### src/uoe_pkg.sv
// shared constants and types for the usb out endpoint control block
package uoe_pkg;
  // register byte addresses
  localparam logic [7:0] CTRL_ADDR = 8'h14;
  localparam logic [7:0] CFG_ADDR  = 8'h18;
  localparam logic [7:0] STAT_ADDR = 8'h1c;
  localparam logic [7:0] MASK_ADDR = 8'h20;
  localparam int unsigned ADDR_W   = 8;
  localparam logic [2:0] HSIZE_WORD = 3'h2;

  // out_endpoint_control_low bit positions
  localparam int BIT_TOGGLE_CLEAR = 7;
  localparam int BIT_STALL_SENT   = 6;
  localparam int BIT_STALL_REQ    = 5;
  localparam int BIT_FLUSH        = 4;
  localparam int BIT_DATA_ERR     = 3;
  localparam int BIT_OVERRUN      = 2;
  localparam int BIT_FIFO_FULL    = 1;
  localparam int BIT_PKT_READY    = 0;

  // configuration bits
  localparam int CFG_ISO = 0;
  localparam int CFG_DBL = 1;

  // interrupt status and mask layout
  localparam int EVT_READY = 0;
  localparam int EVT_STALL = 1;
  localparam int EVT_OVERRUN_FLAG = 2;
  localparam int NUM_EVT   = 3;

  // handshake codes toward the serial engine
  localparam logic [1:0] HS_NONE  = 2'h0;
  localparam logic [1:0] HS_ACK   = 2'h1;
  localparam logic [1:0] HS_NAK   = 2'h2;
  localparam logic [1:0] HS_STALL = 2'h3;

  // packets held when the fifo counts as full
  localparam logic [1:0] PKT_SINGLE = 2'h1;
  localparam logic [1:0] PKT_DOUBLE = 2'h2;

  typedef struct packed {
    logic              wrEn;
    logic              rdEn;
    logic [ADDR_W-1:0] addr;
    logic [31:0]       wdata;
  } uoe_regbus_t;

  typedef struct packed {
    logic valid;
    logic dataPid;
    logic crcErr;
  } uoe_outtxn_t;

  typedef struct packed {
    logic       valid;
    logic [1:0] code;
  } uoe_handshake_t;

  typedef enum logic [1:0] {
    FL_IDLE = 2'b00,
    FL_DROP = 2'b01,
    FL_DONE = 2'b11
  } uoe_flush_t;
endpackage
### src/uoe_ahb_slave.sv
// ahb-lite slave front end with one wait state on reads
`timescale 1ns/1ns
module uoe_ahb_slave (
  input  wire logic                 ref_clk,
  input  wire logic                 sys_rst,
  input  wire logic                 ce,
  input  wire logic                 hsel,
  input  wire logic [31:0]          haddr,
  input  wire logic [1:0]           htrans,
  input  wire logic                 hwrite,
  input  wire logic [2:0]           hsize,
  input  wire logic                 hready,
  input  wire logic [31:0]          hwdata,
  input  wire logic [31:0]          rdData,
  output logic [31:0]               hrdata,
  output logic                      hreadyout,
  output logic                      hresp,
  output uoe_pkg::uoe_regbus_t      bus
);
  typedef struct packed {
    logic                       phaseWr;
    logic                       phaseRd;
    logic                       mapped;
    logic [uoe_pkg::ADDR_W-1:0] addr;
    logic                       hreadyout;
    logic                       hresp;
    logic [31:0]                hrdata;
  } uoe_slave_state_t;

  uoe_slave_state_t s;
  uoe_slave_state_t next_s;

  // the wait state lets a read see a write that finished just before it
  always_comb begin
    next_s = s;
    next_s.phaseWr = 1'b0;
    next_s.phaseRd = 1'b0;
    next_s.hreadyout = 1'b1;
    next_s.hresp = 1'b0;
    if (s.phaseRd) begin
      next_s.hrdata = s.mapped ? rdData : '0;
    end
    if (hsel && htrans[1] && hready && hsize == uoe_pkg::HSIZE_WORD) begin
      next_s.addr = haddr[uoe_pkg::ADDR_W-1:0];
      next_s.mapped = (haddr[31:uoe_pkg::ADDR_W] == '0);
      next_s.phaseWr = hwrite;
      next_s.phaseRd = !hwrite;
      next_s.hreadyout = hwrite;
    end
  end

  always_ff @(posedge ref_clk) begin
    if (sys_rst) begin
      s <= '0;
      s.hreadyout <= 1'b1;
    end else if (ce) begin
      s <= next_s;
    end
  end

  assign hrdata = s.hrdata;
  assign hreadyout = s.hreadyout;
  assign hresp = s.hresp;
  assign bus.wrEn = s.phaseWr && s.mapped;
  assign bus.rdEn = s.phaseRd && s.mapped;
  assign bus.addr = s.addr;
  assign bus.wdata = hwdata;
endmodule

### src/uoe_out_endpoint.sv
// out endpoint control and status with ahb-lite register access
// Notes on behaviour
// - control byte at 0x14, resets to zero
// - writing toggle-clear forces data toggle to zero
// - toggle-clear bit always reads back zero
// - stall-sent set on stall, held until cleared
// - flush bit discards the next waiting packet
// - flush resets read pointer unless the fifo is empty, clears packet ready when only one packet is held
// - one flush removes at most one packet, none when the fifo is empty
// - flush bit clears itself when done
// - stall-request answers every out with stall
// - bulk packet sets ready and raises interrupt
// - iso crc error still loads, sets data-error
// - fifo-full reflects one or two packets
//
// Chosen here: the AHB-Lite slave port.
`timescale 1ns/1ns
module uoe_out_endpoint #(
  parameter int PTR_W = 10
) (
  input  wire logic                   ref_clk,
  input  wire logic                   sys_rst,
  input  wire logic                   ce,
  input  wire logic                   hsel,
  input  wire logic [31:0]            haddr,
  input  wire logic [1:0]             htrans,
  input  wire logic                   hwrite,
  input  wire logic [2:0]             hsize,
  input  wire logic                   hready,
  input  wire logic [31:0]            hwdata,
  output logic [31:0]                 hrdata,
  output logic                        hreadyout,
  output logic                        hresp,
  input  wire uoe_pkg::uoe_outtxn_t   outTxn,
  input  wire logic                   fifoByteRead,
  output uoe_pkg::uoe_handshake_t     handshake,
  output logic                        pktLoad,
  output logic                        dataToggle,
  output logic [PTR_W-1:0]            fifoRdPtr,
  output logic                        irq
);
  if (PTR_W < 1 || PTR_W > 16) begin : g_chk
    $error("uoe_out_endpoint: PTR_W must lie in 1..16");
  end

  // control-byte writes decoded once, so the endpoint logic only sees commands
  typedef struct packed {
    logic stallWr;
    logic stallVal;
    logic sentClr;
    logic overrunClr;
    logic pktFree;
    logic flush;
    logic toggleClr;
    logic cfgWr;
    logic maskWr;
  } uoe_sw_cmd_t;

  typedef struct packed {
    logic                        stallReq;
    logic                        stallSent;
    logic                        dataErr;
    logic                        overrun;
    logic                        isoMode;
    logic                        dblBuf;
    logic [uoe_pkg::NUM_EVT-1:0] status;
    logic [uoe_pkg::NUM_EVT-1:0] mask;
    logic                        toggle;
    uoe_pkg::uoe_handshake_t     hs;
    logic                        pktLoad;
    logic                        irq;
  } uoe_ep_state_t;

  uoe_ep_state_t s;
  uoe_ep_state_t next_s;

  uoe_pkg::uoe_regbus_t        bus;
  logic [31:0]                 rdData;
  logic [1:0]                  pktCount;
  logic                        flushBusy;
  logic                        readyRise;
  logic                        push;
  logic                        pop;
  logic                        flushReq;
  logic                        pktReady;
  logic                        fifoFull;
  logic                        statRead;
  logic [uoe_pkg::NUM_EVT-1:0] stKeep;
  uoe_sw_cmd_t                 swCmd;
  logic                        wrCtrl;
  logic [7:0]                  wd;

  uoe_ahb_slave u_slave (
    .ref_clk   (ref_clk),
    .sys_rst   (sys_rst),
    .ce        (ce),
    .hsel      (hsel),
    .haddr     (haddr),
    .htrans    (htrans),
    .hwrite    (hwrite),
    .hsize     (hsize),
    .hready    (hready),
    .hwdata    (hwdata),
    .rdData    (rdData),
    .hrdata    (hrdata),
    .hreadyout (hreadyout),
    .hresp     (hresp),
    .bus       (bus)
  );

  uoe_packet_tracker #(
    .PTR_W (PTR_W)
  ) u_track (
    .ref_clk   (ref_clk),
    .sys_rst   (sys_rst),
    .ce        (ce),
    .push      (push),
    .pop       (pop),
    .flushReq  (flushReq),
    .byteRead  (fifoByteRead),
    .count     (pktCount),
    .readPtr   (fifoRdPtr),
    .flushBusy (flushBusy),
    .readyRise (readyRise)
  );

  assign pktReady = (pktCount != '0);
  assign fifoFull = (pktCount == (s.dblBuf ? uoe_pkg::PKT_DOUBLE : uoe_pkg::PKT_SINGLE));
  assign statRead = bus.rdEn && (bus.addr == uoe_pkg::STAT_ADDR);

  // a read of the status register clears only the bits it returned
  for (genvar i = 0; i < uoe_pkg::NUM_EVT; i++) begin : g_evt
    assign stKeep[i] = s.status[i] && !statRead;
  end

  // register read mux
  always_comb begin
    logic [7:0] ctrlRd;
    logic [7:0] cfgRd;
    ctrlRd = '0;
    cfgRd = '0;
    ctrlRd[uoe_pkg::BIT_TOGGLE_CLEAR] = 1'b0;
    ctrlRd[uoe_pkg::BIT_STALL_SENT] = s.stallSent;
    ctrlRd[uoe_pkg::BIT_STALL_REQ] = s.stallReq;
    ctrlRd[uoe_pkg::BIT_FLUSH] = flushBusy;
    ctrlRd[uoe_pkg::BIT_DATA_ERR] = s.dataErr;
    ctrlRd[uoe_pkg::BIT_OVERRUN] = s.overrun;
    ctrlRd[uoe_pkg::BIT_FIFO_FULL] = fifoFull;
    ctrlRd[uoe_pkg::BIT_PKT_READY] = pktReady;
    cfgRd[uoe_pkg::CFG_ISO] = s.isoMode;
    cfgRd[uoe_pkg::CFG_DBL] = s.dblBuf;
    case (bus.addr)
      uoe_pkg::CTRL_ADDR: rdData = 32'(ctrlRd);
      uoe_pkg::CFG_ADDR:  rdData = 32'(cfgRd);
      uoe_pkg::STAT_ADDR: rdData = 32'(s.status);
      uoe_pkg::MASK_ADDR: rdData = 32'(s.mask);
      default:            rdData = '0;
    endcase
  end

  // software command decode; data-error and fifo-full positions are never stored
  always_comb begin
    wrCtrl = bus.wrEn && (bus.addr == uoe_pkg::CTRL_ADDR);
    wd = bus.wdata[7:0];
    swCmd = '0;
    if (wrCtrl) begin
      swCmd.stallWr = 1'b1;
      swCmd.stallVal = wd[uoe_pkg::BIT_STALL_REQ];
      swCmd.sentClr = !wd[uoe_pkg::BIT_STALL_SENT];
      swCmd.overrunClr = !wd[uoe_pkg::BIT_OVERRUN];
      // a flush write carries a zero ready bit too; releasing as well would drop two packets
      swCmd.pktFree = !wd[uoe_pkg::BIT_PKT_READY] && !wd[uoe_pkg::BIT_FLUSH];
      // partly read packets are not guarded against here
      swCmd.flush = wd[uoe_pkg::BIT_FLUSH];
      swCmd.toggleClr = wd[uoe_pkg::BIT_TOGGLE_CLEAR];
    end
    swCmd.cfgWr = bus.wrEn && (bus.addr == uoe_pkg::CFG_ADDR);
    swCmd.maskWr = bus.wrEn && (bus.addr == uoe_pkg::MASK_ADDR);
  end

  always_comb begin
    logic [uoe_pkg::NUM_EVT-1:0] evt;
    evt = '0;
    next_s = s;
    next_s.hs.valid = 1'b0;
    next_s.hs.code = uoe_pkg::HS_NONE;
    next_s.pktLoad = 1'b0;
    // release and flush are both ignored while a flush is still running
    pop = swCmd.pktFree && pktReady && !flushBusy;
    flushReq = swCmd.flush && !flushBusy;
    push = 1'b0;

    if (swCmd.stallWr) begin
      next_s.stallReq = swCmd.stallVal;
    end
    if (swCmd.sentClr) begin
      next_s.stallSent = 1'b0;
    end
    if (swCmd.overrunClr) begin
      next_s.overrun = 1'b0;
    end
    if (pop || flushReq) begin
      next_s.dataErr = 1'b0;
    end
    if (swCmd.cfgWr) begin
      next_s.isoMode = bus.wdata[uoe_pkg::CFG_ISO];
      next_s.dblBuf = bus.wdata[uoe_pkg::CFG_DBL];
    end
    if (swCmd.maskWr) begin
      next_s.mask = bus.wdata[uoe_pkg::NUM_EVT-1:0];
    end

    // link side runs after software (toggle-clear excepted, applied last) so a set beats a same-cycle clear
    if (outTxn.valid) begin
      if (s.stallReq) begin
        next_s.hs.valid = 1'b1;
        next_s.hs.code = uoe_pkg::HS_STALL;
        next_s.stallSent = 1'b1;
        evt[uoe_pkg::EVT_STALL] = 1'b1;
      end else if (s.isoMode) begin
        // iso sends no handshake; a full fifo loses the packet
        if (fifoFull) begin
          next_s.overrun = 1'b1;
          evt[uoe_pkg::EVT_OVERRUN_FLAG] = 1'b1;
        end else begin
          push = 1'b1;
          next_s.pktLoad = 1'b1;
          if (outTxn.crcErr) begin
            next_s.dataErr = 1'b1;
          end
        end
      end else if (!outTxn.crcErr) begin
        next_s.hs.valid = 1'b1;
        if (fifoFull) begin
          next_s.hs.code = uoe_pkg::HS_NAK;
        end else begin
          next_s.hs.code = uoe_pkg::HS_ACK;
          // a repeated toggle is acked but not stored again
          if (outTxn.dataPid == s.toggle) begin
            push = 1'b1;
            next_s.pktLoad = 1'b1;
            next_s.toggle = !s.toggle;
          end
        end
      end
    end

    if (swCmd.toggleClr) begin
      next_s.toggle = 1'b0;
    end

    evt[uoe_pkg::EVT_READY] = readyRise;
    next_s.status = stKeep | evt;
    next_s.irq = |(next_s.status & next_s.mask);
  end

  always_ff @(posedge ref_clk) begin
    if (sys_rst) begin
      s <= '0;
    end else if (ce) begin
      s <= next_s;
    end
  end

  assign handshake = s.hs;
  assign pktLoad = s.pktLoad;
  assign dataToggle = s.toggle;
  assign irq = s.irq;
endmodule

### src/uoe_packet_tracker.sv
// counts buffered out packets, keeps the read pointer, runs the flush
`timescale 1ns/1ns
module uoe_packet_tracker #(
  parameter int PTR_W = 10
) (
  input  wire logic             ref_clk,
  input  wire logic             sys_rst,
  input  wire logic             ce,
  input  wire logic             push,
  input  wire logic             pop,
  input  wire logic             flushReq,
  input  wire logic             byteRead,
  output logic [1:0]            count,
  output logic [PTR_W-1:0]      readPtr,
  output logic                  flushBusy,
  output logic                  readyRise
);
  if (PTR_W < 1 || PTR_W > 16) begin : g_chk
    $error("uoe_packet_tracker: PTR_W must lie in 1..16");
  end

  typedef struct packed {
    logic [1:0]          count;
    logic [PTR_W-1:0]    readPtr;
    uoe_pkg::uoe_flush_t fl;
    logic                readyRise;
  } uoe_track_state_t;

  uoe_track_state_t s;
  uoe_track_state_t next_s;

  always_comb begin
    logic drop;
    logic rel;
    drop = 1'b0;
    rel = 1'b0;
    next_s = s;
    next_s.readyRise = 1'b0;
    case (s.fl)
      uoe_pkg::FL_IDLE: begin
        if (flushReq) next_s.fl = uoe_pkg::FL_DROP;
      end
      uoe_pkg::FL_DROP: begin
        drop = 1'b1;
        next_s.fl = uoe_pkg::FL_DONE;
      end
      uoe_pkg::FL_DONE: next_s.fl = uoe_pkg::FL_IDLE;
      default: next_s.fl = uoe_pkg::FL_IDLE;
    endcase
    // drop and pop together still release only one packet
    rel = (pop || drop) && (s.count != '0);
    if (byteRead) next_s.readPtr = s.readPtr + 1'b1;
    if (rel) next_s.readPtr = '0;
    next_s.count = s.count + {1'b0, push} - {1'b0, rel};
    if (next_s.count != '0 && (s.count == '0 || rel)) next_s.readyRise = 1'b1;
  end

  always_ff @(posedge ref_clk) begin
    if (sys_rst) begin
      s <= '0;
    end else if (ce) begin
      s <= next_s;
    end
  end

  assign count = s.count;
  assign readPtr = s.readPtr;
  assign flushBusy = (s.fl != uoe_pkg::FL_IDLE);
  assign readyRise = s.readyRise;
endmodule

### config.mk
export PLATFORM = sky130hd
export DESIGN_NAME = uoe_out_endpoint
export DESIGN_NICKNAME = d
export VERILOG_FILES = /design/src/uoe_pkg.sv /design/src/uoe_ahb_slave.sv /design/src/uoe_out_endpoint.sv /design/src/uoe_packet_tracker.sv
export SDC_FILE = /design/constraint.sdc
export NUM_CORES = 1
export LEC_CHECK = 0
export ABC_AREA = 1
export BUFFER_PORTS_ARGS = -buffer_cell sky130_fd_sc_hd__clkbuf_2
export CAP_MARGIN = 10
export CORE_MARGIN = 2
export CORE_UTILIZATION = 48
export CTS_CLUSTER_SIZE = 12
export DETAILED_ROUTE_END_ITERATION = 10
export GPL_TIMING_DRIVEN = 0
export PLACE_DENSITY = 0.78
export SLEW_MARGIN = 10
export SYNTH_ARGS = -nofsm -noshare
export SYNTH_HDL_FRONTEND = slang
export SYNTH_HIERARCHICAL = 1
export SYNTH_SLANG_ARGS = --single-unit
### constraint.sdc
create_clock -name ref_clk -period 2.44 [get_ports ref_clk]
set_clock_uncertainty 0.1 [all_clocks]
set_input_delay 0.488 -clock ref_clk [delete_from_list [all_inputs] [get_ports ref_clk]]
set_output_delay 0.488 -clock ref_clk [all_outputs]
set_load 0.005 [all_outputs]
== Yosys cells after proc, flatten, opt, wreduce, memory -nomap -nowiden ==
Index checks and enable logic that the tools add are counted.
Word-level totals
  bits in read-only memories: 0
  latch bits: 0
  bits in registers: 77
  memories: 0
  word-level logic and storage cells: 132
  output and inout port bits: 50
  input port bits: 79
  memory bits (writable): 0
Cells by class
  shifts and indexed selects: 0
  magnitude comparators: 0
  divide/modulo/power cells: 0
  add/subtract/negate cells: 3
  mux-type cells: 45
  bitwise gates (word level): 2
  eq/ne operators: 13
  reduce and logical (&&, ||, !) cells: 46
  multipliers: 0
Operator list (number)
  case mux 7 bit (4 select lines): 1
  2-to-1 mux 1 bit: 26
  equality test 8 x 5 -> 1 bit, second input constant: 3
  zero test 24 bit: 1
  2-to-1 mux 10 bit: 2
  logical AND 1 bit: 18
  2-to-1 mux 7 bit: 2
  2-to-1 mux 12 bit: 1
  2-to-1 mux 2 bit: 6
  AND reduction 2 bit: 6
  nonzero test 2 bit: 6
  adder 10 x 1 -> 10 bit, second input constant: 1
  2-to-1 mux 5 bit: 2
  2-to-1 mux 3 bit: 3
  equality test 8 x 6 -> 1 bit, second input constant: 1
  zero test 1 bit: 8
  inequality test 2 x 1 -> 1 bit, second input constant: 4
  AND reduction 7 bit: 1
  zero test 2 bit: 2
  2-to-1 mux 4 bit: 1
  case mux 2 bit (2 select lines): 1
  AND 3 bit: 1
  equality test 3 x 2 -> 1 bit, second input constant: 1
  logical OR 1 bit: 3
  8 further kinds: 8

== Longest topological paths before layout ==
  word-level depth: 12
  gate-level depth with buffers: 20
  gate-level depth less buffers: 19

== Cells and area by module ==
Netlist, hierarchy kept.
Modules (own cells, without submodules)
  uoe_ahb_slave: area an instance 2351.0 um2, cells each 302, seq. area each 880.8 um2, times used 1
  uoe_out_endpoint: area an instance 1203.7 um2, cells each 194, seq. area each 360.3 um2, times used 1
  uoe_packet_tracker: area an instance 938.4 um2, cells each 139, seq. area each 300.3 um2, times used 1

== Least setup slack after synthesis ==
OpenSTA, ideal clock, no wires.
  kind: register to register
  from: register u_slave.s (netlist bit u_slave/bus[39])
  to: register u_track.s (netlist bit u_track/readyRise)
  clock period less this slack: 2.401 ns
  required time: 2.224 ns
  path slack: 0.039 ns
  buffers on the path: 1
  setup time: 0.116 ns
  cell stages (with the launch flop): 19
  arrival time: 2.185 ns
  cells stage by stage: dfxtp_1 buf_4 nor2_1 nand2_2 inv_4 nand2_4 nor2_8 inv_1 nor4_1 inv_1 nand2_1 nand2_1 inv_1 ha_1 inv_1 ha_1 nand3b_1 nand3_1 a21oi_1
RTL lines
  start: declaration: RTL line uoe_ahb_slave.sv:30  | uoe_slave_state_t s;
  start signal: assignment: RTL line uoe_ahb_slave.sv:57  | s <= next_s;
  end signal: assignment: RTL line uoe_packet_tracker.sv:62  | s <= next_s;
  end: declaration: RTL line uoe_packet_tracker.sv:29  | uoe_track_state_t s;

==> flow_metrics.env <==
export IMPL_yosysWarnings=6
export IMPL_core_region_area_um2=8721
export IMPL_antenna_cells=0
export IMPL_grt_ovfl_total=0
export IMPL_period_needed_ns=2.297
export IMPL_grt_max_degree=14
export IMPL_holdWs_ns=0.2497
export IMPL_power_share_clock=0.434
export IMPL_crit_start="u_slave/s[42]"
export IMPL_grt_usage=0.2049
export IMPL_finalHoldViolations=0
export IMPL_syn_avg_cell_area_um2=7.058
export IMPL_clk_path_buf_depth=2
export IMPL_clock_latency_ns=0.35
export IMPL_crit_chain="nand2_1, inv_2, inv_1, nor2_8, inv_4, nor4_4, inv_1, nand2_2, nand2_2, inv_2, ha_4, inv_4, ha_4, nand3b_1, nand3_1, a21oi_1"
export IMPL_die_w_um=98.71
export IMPL_drive_gt1_frac=0.3569
export IMPL_cts_tree="built"
export IMPL_power_frac_seq=0.484
export IMPL_die_area_um2=9743
export IMPL_critPathBufInv=6
export IMPL_hp_class="in -> reg"
export IMPL_worstPathRequired_ns=2.58
export IMPL_powerDensity_nw_per_um2=492.2
export IMPL_clkSlewWorstSetupHoldPaths_ns=0.08
export IMPL_cts_sinks=77
export IMPL_drt_initial_drc_count=205
export IMPL_status="finished, final reports clean"
export IMPL_syn_area_um2=4305
export IMPL_io_buffers=94
export IMPL_place_hpwl_mm=7.063
export IMPL_crit_path_start_kind="flop"
export IMPL_fillCellCount=802
export IMPL_max_freq_mhz=435.4
export IMPL_critPathKind="reg -> reg"
export IMPL_critPathMaxFanout=6
export IMPL_power_switching_w=0.0006159
export IMPL_cp_arrival_ns=2.44
export IMPL_grt_pass1_wl_mm=16.68
export IMPL_worstHoldStart="haddr[7]"
export IMPL_post_route_cell_area_um2=5399
export IMPL_synthCells=610
export IMPL_wl_mm=9.509
export IMPL_setup_violations=0
export IMPL_dpl_instance_area_um2=5001
export IMPL_final_antenna_net_count=0
export IMPL_viasPerCell=4.692
export IMPL_timing_rr_start="u_slave/s[42]"
export IMPL_fp_row_count=34
export IMPL_cts_root_buf="clkbuf_8"
export IMPL_maxCapViolations=0
export IMPL_drc=0
export IMPL_dr_pass1_iters=4
export IMPL_areaGrowthSynthToFinish_pct=25.40
export IMPL_power_leakage_nw=2.507
export IMPL_final_common_cell="nand2_1"
export IMPL_timing_final_crit_share=0.9413
export IMPL_slowest_stage="dfxtp_1"
export IMPL_routedWlPerCell_um=11.07
export IMPL_vdd_drop_max_uv=460.2
export IMPL_crit_path_max_incr_delay_ns=0.37
export IMPL_final_cell_mix="nand2_1, clkbuf_2, buf_4"
export IMPL_nNetsFinal=828
export IMPL_cts_hold_buf=0
export IMPL_gp_congestion=0.8323
export IMPL_p_comb_frac=0.083
export IMPL_htreeDepth=3
export IMPL_dieHeight_um=98.71
export IMPL_power_share_switching=0.2317
export IMPL_setup_tns_ns=0
export IMPL_grt_pass1_vias=3812
export IMPL_cp_end_kind="flop"
export IMPL_io_pins=129
export IMPL_tightest_slew_ns=0.5639
export IMPL_cp_top_family="simple AND/OR/NAND/NOR gates"
export IMPL_relSlewSlack=0.6241
export IMPL_report_final_slew_viol_count=0
export IMPL_p_int_w=0.002042
export IMPL_antenna_found_initial=0
export IMPL_vias=4030
export IMPL_numCtsBuffers=9
export IMPL_initial_core_util=0.4937
worst register-to-register path: cells and delay by family (launching register included):
kind | cells | cell delay, ns
simple gates | 7 | 0.76
compound gates | 1 | 0.06
buf+inv | 6 | 0.49
flops | 1 | 0.37
fa+ha+maj | 2 | 0.40
sequential cells by signal, indices dropped and copies added (netlist names):
signal,count
u_track/s,2
irq,1
u_track/count,2
u_slave/hrdata,32
handshake,3
u_slave/bus,8
u_slave/hreadyout,1
dataToggle,1
s,12
u_track/readPtr,10
pktLoad,1
u_slave/s,3
u_track/readyRise,1
per-stage QoR:
step	power, W	utilization	instances	setup slack, ns
2_1_floorplan	0.001446	-	634	0.03900
3_3_place_gp	0.001521	0.5735	836	-0.2309
3_5_place_dp	0.001525	0.5735	836	-0.2725
4_1_cts	0.002685	0.6168	860	0.01084
5_1_grt	0.002784	0.6191	859	-0.01440
6_report	0.002658	0.6191	859	0.1432
power groups by stage:
stage,combinational [W],sequential [W],clock [W]
6_report,0.000219,0.00129,0.00115
5_1_grt,0.000250,0.00129,0.00125
4_1_cts,0.000217,0.00128,0.00118
3_5_place_dp,0.000211,0.00131,0
3_3_place_gp,0.000208,0.00131,0
2_1_floorplan,0.000135,0.00131,0
repair_timing:
item / in CTS / in global routing
pin swaps: 11 / 11
gates resized for setup: 22 / 11
endpoints found under the setup margin: 3 / 2
gates cloned: 0 / 0
buffers inserted: 9 / 6
routing by layer:
metal  global-route usage  vias to the layer above  share of wire
met5                    0                        -              0
met4              0.05690                        0          0.010
met3              0.05461                        9          0.048
met2               0.3611                       77           0.49
met1               0.2464                     1808           0.45
li1                     -                     2136              -
worst paths after layout:
path                        endpoint  slack (ns)  cells after the start
hold / removal       u_slave/bus[39]        0.25                      3
setup / recovery   u_track/readyRise        0.14                     16
setup reg to reg   u_track/readyRise        0.14                     16
hold reg to reg   u_slave/hrdata[20]        0.37                      2
cell type report:
type	count	area [um^2]	area share
Clock buffer	10	127.6	0.02364
Tap cell	108	135.1	0.02503
Timing Repair Buffer	109	583.1	0.1080
Buffer	74	523.0	0.09687
Clock inverter	6	111.4	0.02063
Multi-Input combinational cell	420	2136	0.3956
Sequential cell	77	1551	0.2874
Inverter	55	231.5	0.04287
Note: power is estimated with default switching activity, not from simulation.
